[config.mk]
export PLATFORM = sky130hd
export DESIGN_NAME = usart_clk_frame
export DESIGN_NICKNAME = d
export VERILOG_FILES = /design/src/pkg/usart_clk_pkg.sv /design/src/rtl/usart_clk_frame.sv
export SDC_FILE = /design/constraint.sdc
export NUM_CORES = 1
export LEC_CHECK = 0
export BUFFER_PORTS_ARGS = -buffer_cell sky130_fd_sc_hd__clkbuf_2
export CAP_MARGIN = 15
export CELL_PAD_IN_SITES_DETAIL_PLACEMENT = 2
export CELL_PAD_IN_SITES_GLOBAL_PLACEMENT = 2
export CORE_MARGIN = 2
export CORE_UTILIZATION = 31
export CTS_BUF_LIST = sky130_fd_sc_hd__clkbuf_4
export CTS_CLUSTER_DIAMETER = 80
export CTS_CLUSTER_SIZE = 30
export DETAILED_ROUTE_END_ITERATION = 10
export HOLD_SLACK_MARGIN = 0.05
export PLACE_DENSITY_LB_ADDON = 0.1
export SLEW_MARGIN = 5
export SYNTH_ARGS = -nofsm -noshare
export SYNTH_HDL_FRONTEND = slang
export SYNTH_SLANG_ARGS = --single-unit
[constraint.sdc]
create_clock -name CLK_I -period 2 [get_ports CLK_I]
set_clock_uncertainty 0.1 [all_clocks]
set_input_delay 0.4 -clock CLK_I [delete_from_list [all_inputs] [get_ports CLK_I]]
set_output_delay 0.4 -clock CLK_I [all_outputs]
set_load 0.01 [all_outputs]
[src/pkg/usart_clk_pkg.sv]
package usart_clk_pkg;
  // register byte offsets (one 32-bit word each)
  localparam logic [3:0] OFS_DIV_LOW = 4'h0; // baud divisor bits 7:0, write reloads
  localparam logic [3:0] OFS_CTRL_C = 4'h4; // shared: divisor high or control c
  localparam logic [3:0] OFS_CTRL_A = 4'h8; // control a: double speed, pin direction, ninth data bit
  localparam logic [3:0] OFS_STATUS = 4'hC; // block state, read only
  // control c field positions
  localparam int REG_SELECT_BIT = 7;
  localparam int SYNC_MODE_BIT = 6;
  localparam int PARITY_HI_BIT = 5;
  localparam int PARITY_LO_BIT = 4;
  localparam int STOP_BITS_BIT = 3;
  localparam int CSZ_HI_BIT = 2;
  localparam int CSZ_LO_BIT = 0;
  localparam int CLK_POL_BIT = 8;
  // control a field positions
  localparam int DOUBLE_SPEED_BIT = 1;
  localparam int XCK_DIR_BIT = 0;
  localparam int NINTH_BIT_BIT = 2;
  // divisor layout
  localparam int DIV_WIDTH = 12;
  localparam int DIV_HI_BITS = 4;
  // reset values
  localparam logic [11:0] DIV_RESET = 12'h000;
  localparam logic [2:0] CSZ_RESET = 3'h3;
  // character size codes
  localparam logic [2:0] CSZ_5 = 3'h0;
  localparam logic [2:0] CSZ_6 = 3'h1;
  localparam logic [2:0] CSZ_7 = 3'h2;
  localparam logic [2:0] CSZ_8 = 3'h3;
  localparam logic [2:0] CSZ_9 = 3'h7;
  // parity modes
  localparam logic [1:0] PAR_NONE = 2'h0;
  localparam logic [1:0] PAR_EVEN = 2'h2;
  localparam logic [1:0] PAR_ODD = 2'h3;
  // divide ratios and recovery state counts
  localparam logic [3:0] RATIO_NORMAL = 4'hF; // 16 minus one
  localparam logic [3:0] RATIO_DOUBLE = 4'h7; // 8 minus one
  localparam logic [3:0] RATIO_SYNC = 4'h1; // 2 minus one
  // clock timing
  localparam int CLK_HZ = 10000000;
  localparam int CLK_PERIOD_NS = 1000000000 / CLK_HZ;
  localparam int SLAVE_DELAY_CYCLES = 2; // sync register plus edge detector
endpackage

[src/rtl/usart_clk_frame.sv]
// Added by the designer: register access over Avalon-MM and the register offsets.
`timescale 1ns/1ps
module usart_clk_frame (
  // clock and reset
  input wire logic CLK_I,
  input wire logic RESETN_I,
  // avalon-mm slave
  input wire logic [3:0] AVS_ADDRESS_I,
  input wire logic AVS_READ_I,
  input wire logic AVS_WRITE_I,
  input wire logic [31:0] AVS_WRITEDATA_I,
  output logic [31:0] AVS_READDATA_O,
  output logic AVS_WAITREQUEST_O,
  // transfer clock pin
  input wire logic XCK_I,
  output logic XCK_O,
  output logic XCK_OE_O,
  // frame data and status
  input wire logic [8:0] TX_CHAR_I,
  input wire logic [8:0] RX_CHAR_I,
  input wire logic RX_FIRST_STOP_I,
  output logic TX_BIT_TICK_O,
  output logic RX_SAMPLE_TICK_O,
  output logic SYNC_SHIFT_O,
  output logic SYNC_SAMPLE_O,
  output logic TX_PARITY_O,
  output logic RX_PARITY_OK_O,
  output logic FRAME_ERROR_O,
  output logic [3:0] DATA_BITS_O,
  output logic TWO_STOPS_O,
  output logic PARITY_EN_O
);
  // configuration state
  logic [11:0] baud_divisor; // full twelve-bit divisor
  logic double_speed_sel;
  logic xfer_clock_direction; // 1: master drives pin
  logic sync_mode_sel;
  logic clock_polarity_sel;
  logic [2:0] char_size_sel;
  logic [1:0] parity_mode_sel;
  logic stop_bits_sel;
  logic ninth_data_bit;
  logic [11:0] baud_count; // down-counter
  logic baud_tick; // one-cycle pulse at zero
  logic [3:0] tx_div; // transmit divider
  logic [3:0] rx_state; // recovery state counter
  logic [3:0] ratio; // selected ratio minus one
  logic xck_sync1, xck_sync2, xck_prev; // slave synchroniser and edge memory
  logic xck_rise, xck_fall;
  logic xck_int; // master-generated clock
  logic bus_ack; // single wait cycle before answer
  logic low_write, ctrl_c_write, div_high_write, ctrl_a_write;
  logic is_master, is_slave;
  logic [8:0] data_mask;
  logic [31:0] next_readdata; // read mux ahead of the output register

  // bus strobes: one wait cycle, then answer
  assign AVS_WAITREQUEST_O = (AVS_READ_I | AVS_WRITE_I) & ~bus_ack;
  assign low_write = AVS_WRITE_I & bus_ack & (AVS_ADDRESS_I == usart_clk_pkg::OFS_DIV_LOW);
  assign ctrl_c_write = AVS_WRITE_I & bus_ack & (AVS_ADDRESS_I == usart_clk_pkg::OFS_CTRL_C)
                        & AVS_WRITEDATA_I[usart_clk_pkg::REG_SELECT_BIT];
  assign div_high_write = AVS_WRITE_I & bus_ack & (AVS_ADDRESS_I == usart_clk_pkg::OFS_CTRL_C)
                          & ~AVS_WRITEDATA_I[usart_clk_pkg::REG_SELECT_BIT];
  assign ctrl_a_write = AVS_WRITE_I & bus_ack & (AVS_ADDRESS_I == usart_clk_pkg::OFS_CTRL_A);

  // acknowledge toggles so each request gets exactly one wait cycle
  always_ff @(posedge CLK_I or negedge RESETN_I) begin
    if (!RESETN_I) begin
      bus_ack <= 1'b0;
    end else begin
      bus_ack <= (AVS_READ_I | AVS_WRITE_I) & ~bus_ack;
    end
  end

  // divisor registers, twelve bits split low byte and high nibble
  always_ff @(posedge CLK_I or negedge RESETN_I) begin
    if (!RESETN_I) begin
      baud_divisor <= usart_clk_pkg::DIV_RESET;
    end else if (low_write) begin
      baud_divisor[7:0] <= AVS_WRITEDATA_I[7:0];
    end else if (div_high_write) begin
      baud_divisor[11:8] <= AVS_WRITEDATA_I[3:0];
    end
  end

  // control c: mode, frame format and polarity, shared by both directions
  always_ff @(posedge CLK_I or negedge RESETN_I) begin
    if (!RESETN_I) begin
      sync_mode_sel <= 1'b0;
      parity_mode_sel <= usart_clk_pkg::PAR_NONE;
      stop_bits_sel <= 1'b0;
      char_size_sel <= usart_clk_pkg::CSZ_RESET;
      clock_polarity_sel <= 1'b0;
    end else if (ctrl_c_write) begin
      // no guard against mid-frame change; software must wait for idle
      sync_mode_sel <= AVS_WRITEDATA_I[usart_clk_pkg::SYNC_MODE_BIT];
      parity_mode_sel <= AVS_WRITEDATA_I[usart_clk_pkg::PARITY_HI_BIT:
                                         usart_clk_pkg::PARITY_LO_BIT];
      stop_bits_sel <= AVS_WRITEDATA_I[usart_clk_pkg::STOP_BITS_BIT];
      char_size_sel <= AVS_WRITEDATA_I[usart_clk_pkg::CSZ_HI_BIT:usart_clk_pkg::CSZ_LO_BIT];
      clock_polarity_sel <= AVS_WRITEDATA_I[usart_clk_pkg::CLK_POL_BIT];
    end
  end

  // control a: double speed, pin direction, ninth data bit source
  always_ff @(posedge CLK_I or negedge RESETN_I) begin
    if (!RESETN_I) begin
      double_speed_sel <= 1'b0;
      xfer_clock_direction <= 1'b0;
      ninth_data_bit <= 1'b0;
    end else if (ctrl_a_write) begin
      double_speed_sel <= AVS_WRITEDATA_I[usart_clk_pkg::DOUBLE_SPEED_BIT];
      xfer_clock_direction <= AVS_WRITEDATA_I[usart_clk_pkg::XCK_DIR_BIT];
      ninth_data_bit <= AVS_WRITEDATA_I[usart_clk_pkg::NINTH_BIT_BIT];
    end
  end

  // read mux, unmapped reads zero
  always_comb begin
    next_readdata = 32'h0000_0000;
    case (AVS_ADDRESS_I)
      usart_clk_pkg::OFS_DIV_LOW: next_readdata[7:0] = baud_divisor[7:0];
      usart_clk_pkg::OFS_CTRL_C: next_readdata[15:0] = {7'h00, clock_polarity_sel, 1'b1,
        sync_mode_sel, parity_mode_sel, stop_bits_sel, char_size_sel};
      usart_clk_pkg::OFS_CTRL_A: next_readdata[2:0] = {ninth_data_bit, double_speed_sel,
        xfer_clock_direction};
      usart_clk_pkg::OFS_STATUS: next_readdata[19:0] = {rx_state, baud_count, tx_div};
      default: next_readdata = 32'h0000_0000;
    endcase
  end

  // read data captured in the wait cycle, so it stands while the answer is taken
  always_ff @(posedge CLK_I or negedge RESETN_I) begin
    if (!RESETN_I) begin
      AVS_READDATA_O <= 32'h0000_0000;
    end else if (AVS_READ_I & ~bus_ack) begin
      AVS_READDATA_O <= next_readdata;
    end
  end

  assign is_master = sync_mode_sel & xfer_clock_direction;
  assign is_slave = sync_mode_sel & ~xfer_clock_direction;

  // down-counter: reload at zero or on low-byte write
  always_ff @(posedge CLK_I or negedge RESETN_I) begin
    if (!RESETN_I) begin
      baud_count <= usart_clk_pkg::DIV_RESET;
    end else if (low_write) begin
      baud_count <= {baud_divisor[11:8], AVS_WRITEDATA_I[7:0]};
    end else if (baud_count == 12'h000) begin
      baud_count <= baud_divisor;
    end else begin
      baud_count <= baud_count - 12'h001;
    end
  end
  // tick every divisor+1 cycles
  assign baud_tick = (baud_count == 12'h000) & ~low_write;

  // ratio per mode; double speed ignored in sync mode
  always_comb begin
    if (sync_mode_sel) begin
      ratio = usart_clk_pkg::RATIO_SYNC;
    end else if (double_speed_sel) begin
      ratio = usart_clk_pkg::RATIO_DOUBLE;
    end else begin
      ratio = usart_clk_pkg::RATIO_NORMAL;
    end
  end

  // transmit divider, counts baud ticks up to the ratio
  always_ff @(posedge CLK_I or negedge RESETN_I) begin
    if (!RESETN_I) begin
      tx_div <= 4'h0;
    end else if (baud_tick) begin
      tx_div <= (tx_div >= ratio) ? 4'h0 : tx_div + 4'h1;
    end
  end

  // receiver recovery state counter on undivided ticks
  always_ff @(posedge CLK_I or negedge RESETN_I) begin
    if (!RESETN_I) begin
      rx_state <= 4'h0;
    end else if (baud_tick) begin
      rx_state <= (rx_state >= ratio) ? 4'h0 : rx_state + 4'h1;
    end
  end

  // master clock level: toggles each tick, idles at polarity level
  always_ff @(posedge CLK_I or negedge RESETN_I) begin
    if (!RESETN_I) begin
      xck_int <= 1'b0;
    end else if (!is_master) begin
      xck_int <= clock_polarity_sel;
    end else if (baud_tick) begin
      xck_int <= ~xck_int;
    end
  end

  // slave synchroniser then edge detector, two cycle latency
  always_ff @(posedge CLK_I or negedge RESETN_I) begin
    if (!RESETN_I) begin
      xck_sync1 <= 1'b0;
      xck_sync2 <= 1'b0;
      xck_prev <= 1'b0;
    end else begin
      xck_sync1 <= XCK_I;
      xck_sync2 <= xck_sync1;
      xck_prev <= xck_sync2;
    end
  end
  assign xck_rise = xck_sync2 & ~xck_prev;
  assign xck_fall = ~xck_sync2 & xck_prev;

  // pin drive only in master sync mode
  assign XCK_O = xck_int;
  assign XCK_OE_O = is_master;

  // bit ticks and sync change/sample strobes
  always_ff @(posedge CLK_I or negedge RESETN_I) begin
    if (!RESETN_I) begin
      TX_BIT_TICK_O <= 1'b0;
      RX_SAMPLE_TICK_O <= 1'b0;
      SYNC_SHIFT_O <= 1'b0;
      SYNC_SAMPLE_O <= 1'b0;
    end else begin
      TX_BIT_TICK_O <= is_slave ? 1'b0 : baud_tick & (tx_div >= ratio);
      RX_SAMPLE_TICK_O <= is_slave ? 1'b0 : baud_tick;
      if (is_master) begin
        // master: edge about to be produced on this tick
        SYNC_SHIFT_O <= baud_tick & (xck_int == clock_polarity_sel);
        SYNC_SAMPLE_O <= baud_tick & (xck_int != clock_polarity_sel);
      end else if (is_slave) begin
        SYNC_SHIFT_O <= clock_polarity_sel ? xck_fall : xck_rise;
        SYNC_SAMPLE_O <= clock_polarity_sel ? xck_rise : xck_fall;
      end else begin
        SYNC_SHIFT_O <= 1'b0;
        SYNC_SAMPLE_O <= 1'b0;
      end
    end
  end

  // frame format decode
  always_comb begin
    case (char_size_sel)
      usart_clk_pkg::CSZ_5: DATA_BITS_O = 4'h5;
      usart_clk_pkg::CSZ_6: DATA_BITS_O = 4'h6;
      usart_clk_pkg::CSZ_7: DATA_BITS_O = 4'h7;
      usart_clk_pkg::CSZ_8: DATA_BITS_O = 4'h8;
      usart_clk_pkg::CSZ_9: DATA_BITS_O = 4'h9;
      default: DATA_BITS_O = 4'h8; // reserved codes behave as eight
    endcase
  end
  assign TWO_STOPS_O = stop_bits_sel;
  assign PARITY_EN_O = parity_mode_sel[1];

  // mask of valid data bits, lsb first
  for (genvar gi = 0; gi < 9; gi++) begin : g_mask
    assign data_mask[gi] = (4'(gi) < DATA_BITS_O);
  end

  // parity and stop check, registered
  always_ff @(posedge CLK_I or negedge RESETN_I) begin
    if (!RESETN_I) begin
      TX_PARITY_O <= 1'b0;
      RX_PARITY_OK_O <= 1'b0;
      FRAME_ERROR_O <= 1'b0;
    end else begin
      TX_PARITY_O <= ^({ninth_data_bit, TX_CHAR_I[7:0]} & data_mask)
                     ^ (parity_mode_sel == usart_clk_pkg::PAR_ODD);
      // no parity bit arrives here: high when the masked data xor matches the mode
      RX_PARITY_OK_O <= ~(^(RX_CHAR_I & data_mask) ^
                        (parity_mode_sel == usart_clk_pkg::PAR_ODD));
      FRAME_ERROR_O <= ~RX_FIRST_STOP_I;
    end
  end
endmodule

# ---- Word level (Yosys, flattened, before mapping)
# Cells that the tools add are included.
dict set report word_totals {
  register_bits 75
  in_bits 60
  output_inout_bits 48
}
dict set report op_classes {
  bitwise_logic 30
  n_lt_le_gt_ge 11
  reduce_logical 6
  add_sub_neg 3
  eq_ne 10
  mux 21
}
# operator n
set ops {}
lappend ops {{$mux 12} 2}
lappend ops {{$mux 4} 5}
lappend ops {{$and 9x9->9} 2}
lappend ops {{$reduce_xor 9->1} 2}
lappend ops {{$and 1x1->1} 16}
lappend ops {{$lt 3x4->1 const A} 4}
lappend ops {{$pmux 4 s4} 1}
lappend ops {{$pmux 8 s2} 1}
lappend ops {{$pmux 5 s3} 1}
lappend ops {{$logic_not 12->1} 1}
lappend ops {{$pmux 3 s4} 1}
lappend ops {{$sub 12x1->12 const B} 1}
lappend ops {{$mux 1} 10}
lappend ops {{$not 1->1} 9}
lappend ops {{$add 4x1->4 const B} 2}
lappend ops {{$eq 4x4->1 const B} 2}
lappend ops {{$ge 4x4->1} 2}
lappend ops {{$lt 1x4->1 const A} 2}
lappend ops {{$lt 2x4->1 const A} 2}
lappend ops {{$eq 4x3->1 const B} 1}
lappend ops {{$logic_not 4->1} 1}
lappend ops {{$lt 4x4->1 const A} 1}
lappend ops {{$eq 3x1->1 const B} 1}
lappend ops {{$eq 3x2->1 const B} 1}
lappend ops {{9 further kinds} 10}

# ---- Longest topological paths before layout
dict set report logic_depth {
  word_depth 7
  depth_mapped 7
}

# ---- Worst setup path before layout
# OpenSTA, ideal clock, no wires.
dict set report synth_timing {
  kind {register to register}
  startpoint {register baud_count[0]}
  endpoint {register rx_state[3]}
  arrival_ps 1924
  path_slack_ps -150
  setup_ps 126
  path_stages_with_launch 7
  required_ps 1774
  cell_sequence {dfrtp_1 inv_1 ha_1 or4b_1 nor4_4 nand2_4 a221o_1}
}
dict set report synth_between {
  elab_chain_len 2
}
# item line
set synth_rtl {}
lappend synth_rtl {{start: declaration} usart_clk_frame.sv:43} ;# logic [11:0] baud_count;
lappend synth_rtl {{start signal: assignment} usart_clk_frame.sv:147} ;# baud_count <= usart_clk_pkg::DIV_RESET;
lappend synth_rtl {{start signal: assignment} usart_clk_frame.sv:149} ;# baud_count <= {baud_divisor[11:8], AVS_WRITEDATA_I[7:0]};
lappend synth_rtl {{start signal: assignment} usart_clk_frame.sv:151} ;# baud_count <= baud_divisor;
lappend synth_rtl {{$logic_not 12->1} usart_clk_frame.sv:157} ;# assign baud_tick = (baud_count == 12'h000) & ~low_write;
lappend synth_rtl {{$and 1x1->1} usart_clk_frame.sv:157}
lappend synth_rtl {{end signal: assignment} usart_clk_frame.sv:184} ;# rx_state <= (rx_state >= ratio) ? 4'h0 : rx_state + 4'h1;
lappend synth_rtl {{end: declaration} usart_clk_frame.sv:46} ;# logic [3:0] rx_state;
# Every way passes these cells.
# A chain may end at the register's enable or synchronous reset.

# ---- Final worst setup path
dict set report layout_timing {
  startpoint {register baud_count[1]}
  endpoint {register rx_state[3]}
}
# The elaborated chain is that of the path after synthesis.

==> metrics.log <==
INFO  metric result_of_the_run = finished with violations
INFO  metric failed_checks = setup timing
INFO  metric ys_types = 57
INFO  metric grt_pass1_wl = 20400 microns
INFO  metric floorplan.die.width = 117 microns
INFO  metric critical_path.startpoint_type = flip-flop
INFO  metric worst-setup-path-type = flip-flop to flip-flop
INFO  metric finalWorstPathRequiredPeriod = 2130 ps
INFO  metric die_h = 117 microns
INFO  metric number_of_diodes_added_for_antenna_fixing = 0
INFO  metric wl = 13200 microns
INFO  metric max-vdd-ir-drop = 0.687 mV
INFO  metric netlist_instances = 364
INFO  metric pwr-share-clk = 0.194
INFO  metric initial_core_utilization = 0.316
INFO  metric firstDrtPassIters = 4
INFO  metric drt-wirelength-per-cell = 19.2 microns
INFO  metric drt.antenna.violating_nets = 0
INFO  metric worst_ep_required_time = 2260 ps
INFO  metric syn2layout_area_growth = 40.2%
INFO  metric path_cells = inv_2, ha_4, or4b_4, nor4_4, buf_6, nand2_8, a221o_1
INFO  metric post-route-drc-count = 0
INFO  metric critical_path.max_stage_delay = 480 ps
INFO  metric critPathCaptureType = flip-flop
INFO  metric grt_max_degree = 34
INFO  metric layout_common_cells = dfrtp_1 (71), clkbuf_2 (69), buf_4 (65)
INFO  metric maxSlewViolCount = 0
INFO  metric min_path_type = input port to flip-flop
INFO  metric synth-warning-count = 0
INFO  metric final.period_utilization = 1.07
INFO  metric slowest_stage = or4b_4
INFO  metric place_hpwl = 9250 microns
INFO  metric comb_power_share = 0.435
INFO  metric tritoncts_num_sinks = 75
INFO  metric cts_buffers = 9
INFO  metric synth_seq_area_share = 0.472
INFO  metric synth-async-reset-ratio = 1.00
INFO  metric critical_path.top_delay_family = simple AND/OR/NAND/NOR gates
INFO  metric fp-row-count = 41
INFO  metric h_tree_levels = 3
INFO  metric fmax = 469 MHz
INFO  metric layout.cells.most_common = dfrtp_1
INFO  metric worstPathArrival = 2390 ps
INFO  metric cts_max_path_bufs = 2
INFO  metric postSynthRegisterBits = 75
INFO  metric routed_via_density = 5.02
INFO  metric io_buffer_count = 71
INFO  metric root_buffer = clkbuf_4
INFO  metric via_count_of_the_first_global_routing_pass = 3734
INFO  metric place.gp.congestion = 0.761
INFO  metric dr_total_vias = 3461
INFO  metric drive_gt1_frac = 0.456
INFO  metric final_nets = 582
INFO  metric postSynth.topFlopCell = dfrtp_1
INFO  metric final_hold_viol_count = 0
INFO  metric fin_total_pwr = 5.64 mW
INFO  metric dr.first_iter.drc_count = 116
INFO  metric grt_use_total = 0.199
INFO  metric tritoncts_clock_tree = yes
INFO  metric grt-ovfl-total = 0
INFO  metric post_synth.cell_area_avg = 10.9 sq um
INFO  metric clk-insertion-delay-late = 460 ps
INFO  metric power_per_cell_area = 1010 nW/um^2
INFO  metric depth_of_the_most_critical_reg_to_reg_path = 7
INFO  metric power_switching = 2.05 mW
INFO  metric rsz0062_at_grt = yes
INFO  metric cap_violations = 0
INFO  metric whs_path_depth = 3
INFO  metric pwr-share-seq = 0.371
INFO  metric synth-edff-count = 0
INFO  metric die_area = 13800 sq um
INFO  metric critPathMaxFanout = 8
INFO  metric antenna_found_initial = 0
INFO  metric io-pin-count = 108
INFO  metric cp.depth = 7
INFO  metric finalSetupTns = -1030 ps
INFO  metric cts_clk_pin_slew_worst_paths = 130 ps
INFO  metric setup_violations = 14
INFO  metric setup_slack = -131 ps
INFO  metric cp_num_buf_inv = 2
INFO  metric leakagePower = 2.69 nW
INFO  metric core_region_area = 12600 sq um
INFO  metric p_int = 3.60 mW
INFO  metric power.share.switching = 0.362
INFO  metric syn_area = 3980 sq um
==> path summary, 6_finish.rpt <==
check | from | to | slack, ps
min | AVS_WRITE_I | bus_ack$_DFF_PN0_ | 140
max | baud_count[1]$_DFF_PN0_ | rx_state[3]$_DFFE_PN0P_ | -130
min in group asynchronous | RESETN_I | AVS_READDATA_O[4]$_DFFE_PN0P_ | 310
min reg2reg | xck_sync1$_DFF_PN0_ | xck_sync2$_DFF_PN0_ | 270
max in group asynchronous | RESETN_I | char_size_sel[0]$_DFFE_PN1P_ | 840
max reg2reg | baud_count[1]$_DFF_PN0_ | rx_state[3]$_DFFE_PN0P_ | -130
==> cell type report <==
class | count | area (sq um)
multi-input cells | 257 | 2180
flip-flops and latches | 75 | 1880
fillers | 1334 | 6990
inverters | 14 | 52.6
clock inverters | 5 | 78.8
clock buffers | 11 | 82.6
well taps | 172 | 215
repair buffers | 155 | 1090
==> sequential cells by signal, summed over array words and instances (netlist names), 2 cells and up <==
| register | cells |
|---|---|
| AVS_READDATA_O | 20 |
| baud_count | 12 |
| baud_divisor | 12 |
| char_size_sel | 3 |
| parity_mode_sel | 2 |
| rx_state | 4 |
| tx_div | 4 |
==> worst min-delay path, delay by kind of cell <==
kind	cells	cell delay [ps]
AND/OR/NAND/NOR	2	170
buffers and inverters	1	100
==> through the flow <==
stage / hold WS (ps) / utilization / setup slack [ps] / instance area [sq um] / cells
floorplan: 4.41 / - / -107 / 4020 / 375
global placement: 243 / 0.389 / -145 / 4880 / 644
detailed placement: 239 / 0.389 / -192 / 4880 / 644
CTS: 71.4 / 0.422 / -116 / 5310 / 676
global route: 98.6 / 0.444 / -211 / 5580 / 689
finish: 140 / 0.444 / -131 / 5580 / 689
==> power groups by stage <==
stage	combinational [mW]	sequential, mW	clock (mW)
floorplan	1.06	2.10	0
global placement	1.92	2.09	0
detailed placement	1.99	2.11	0
CTS	2.22	2.09	1.16
global route	2.68	2.14	1.20
finish	2.45	2.10	1.09
==> cell usage after synthesis, types with 8 or more instances <==
library cell / number / share of area
nor3_1: 8 / 0.010
mux2_2: 21 / 0.059
a21oi_1: 12 / 0.015
ha_1: 10 / 0.031
xnor2_1: 13 / 0.029
o31ai_1: 9 / 0.017
nand2_1: 33 / 0.031
inv_1: 14 / 0.013
a22o_1: 22 / 0.048
dfrtp_1: 73 / 0.46
buf_4: 12 / 0.023
nor2_1: 19 / 0.018
o21ai_0: 14 / 0.018
clkbuf_1: 14 / 0.013
==> timing repair <==
| action | CTS | global route |
|---|---|---|
| gates cloned | 0 | 1 |
| pin swaps | 2 | 15 |
| setup endpoints to repair | 26 | 23 |
| hold buffers | 8 | 0 |
| resized for setup | 27 | 35 |
| endpoints found under the hold margin | 39 | 0 |
| buffers inserted | 8 | 13 |
==> logic make-up (layout without fill, tap and decap cells) <==
family,Yosys count,count (layout),share of synthesized area
simple gates,97,97,0.134
compound gates,90,90,0.170
flops,75,75,0.472
buf+inv,43,185,0.0528
mux,29,29,0.0890
xor+xnor,19,19,0.0488
fa+ha+maj,10,10,0.0315
other cells,1,12,0.000943
==> routing by layer <==
layer,up-vias,track usage,part of all wire
met1,1795,0.253,0.43
met3,6,0.0463,0.025
met4,0,0.0447,0.0069
met2,49,0.344,0.53
met5,-,0,0
li1,1611,-,-
Power figures use the tool's default switching activity.
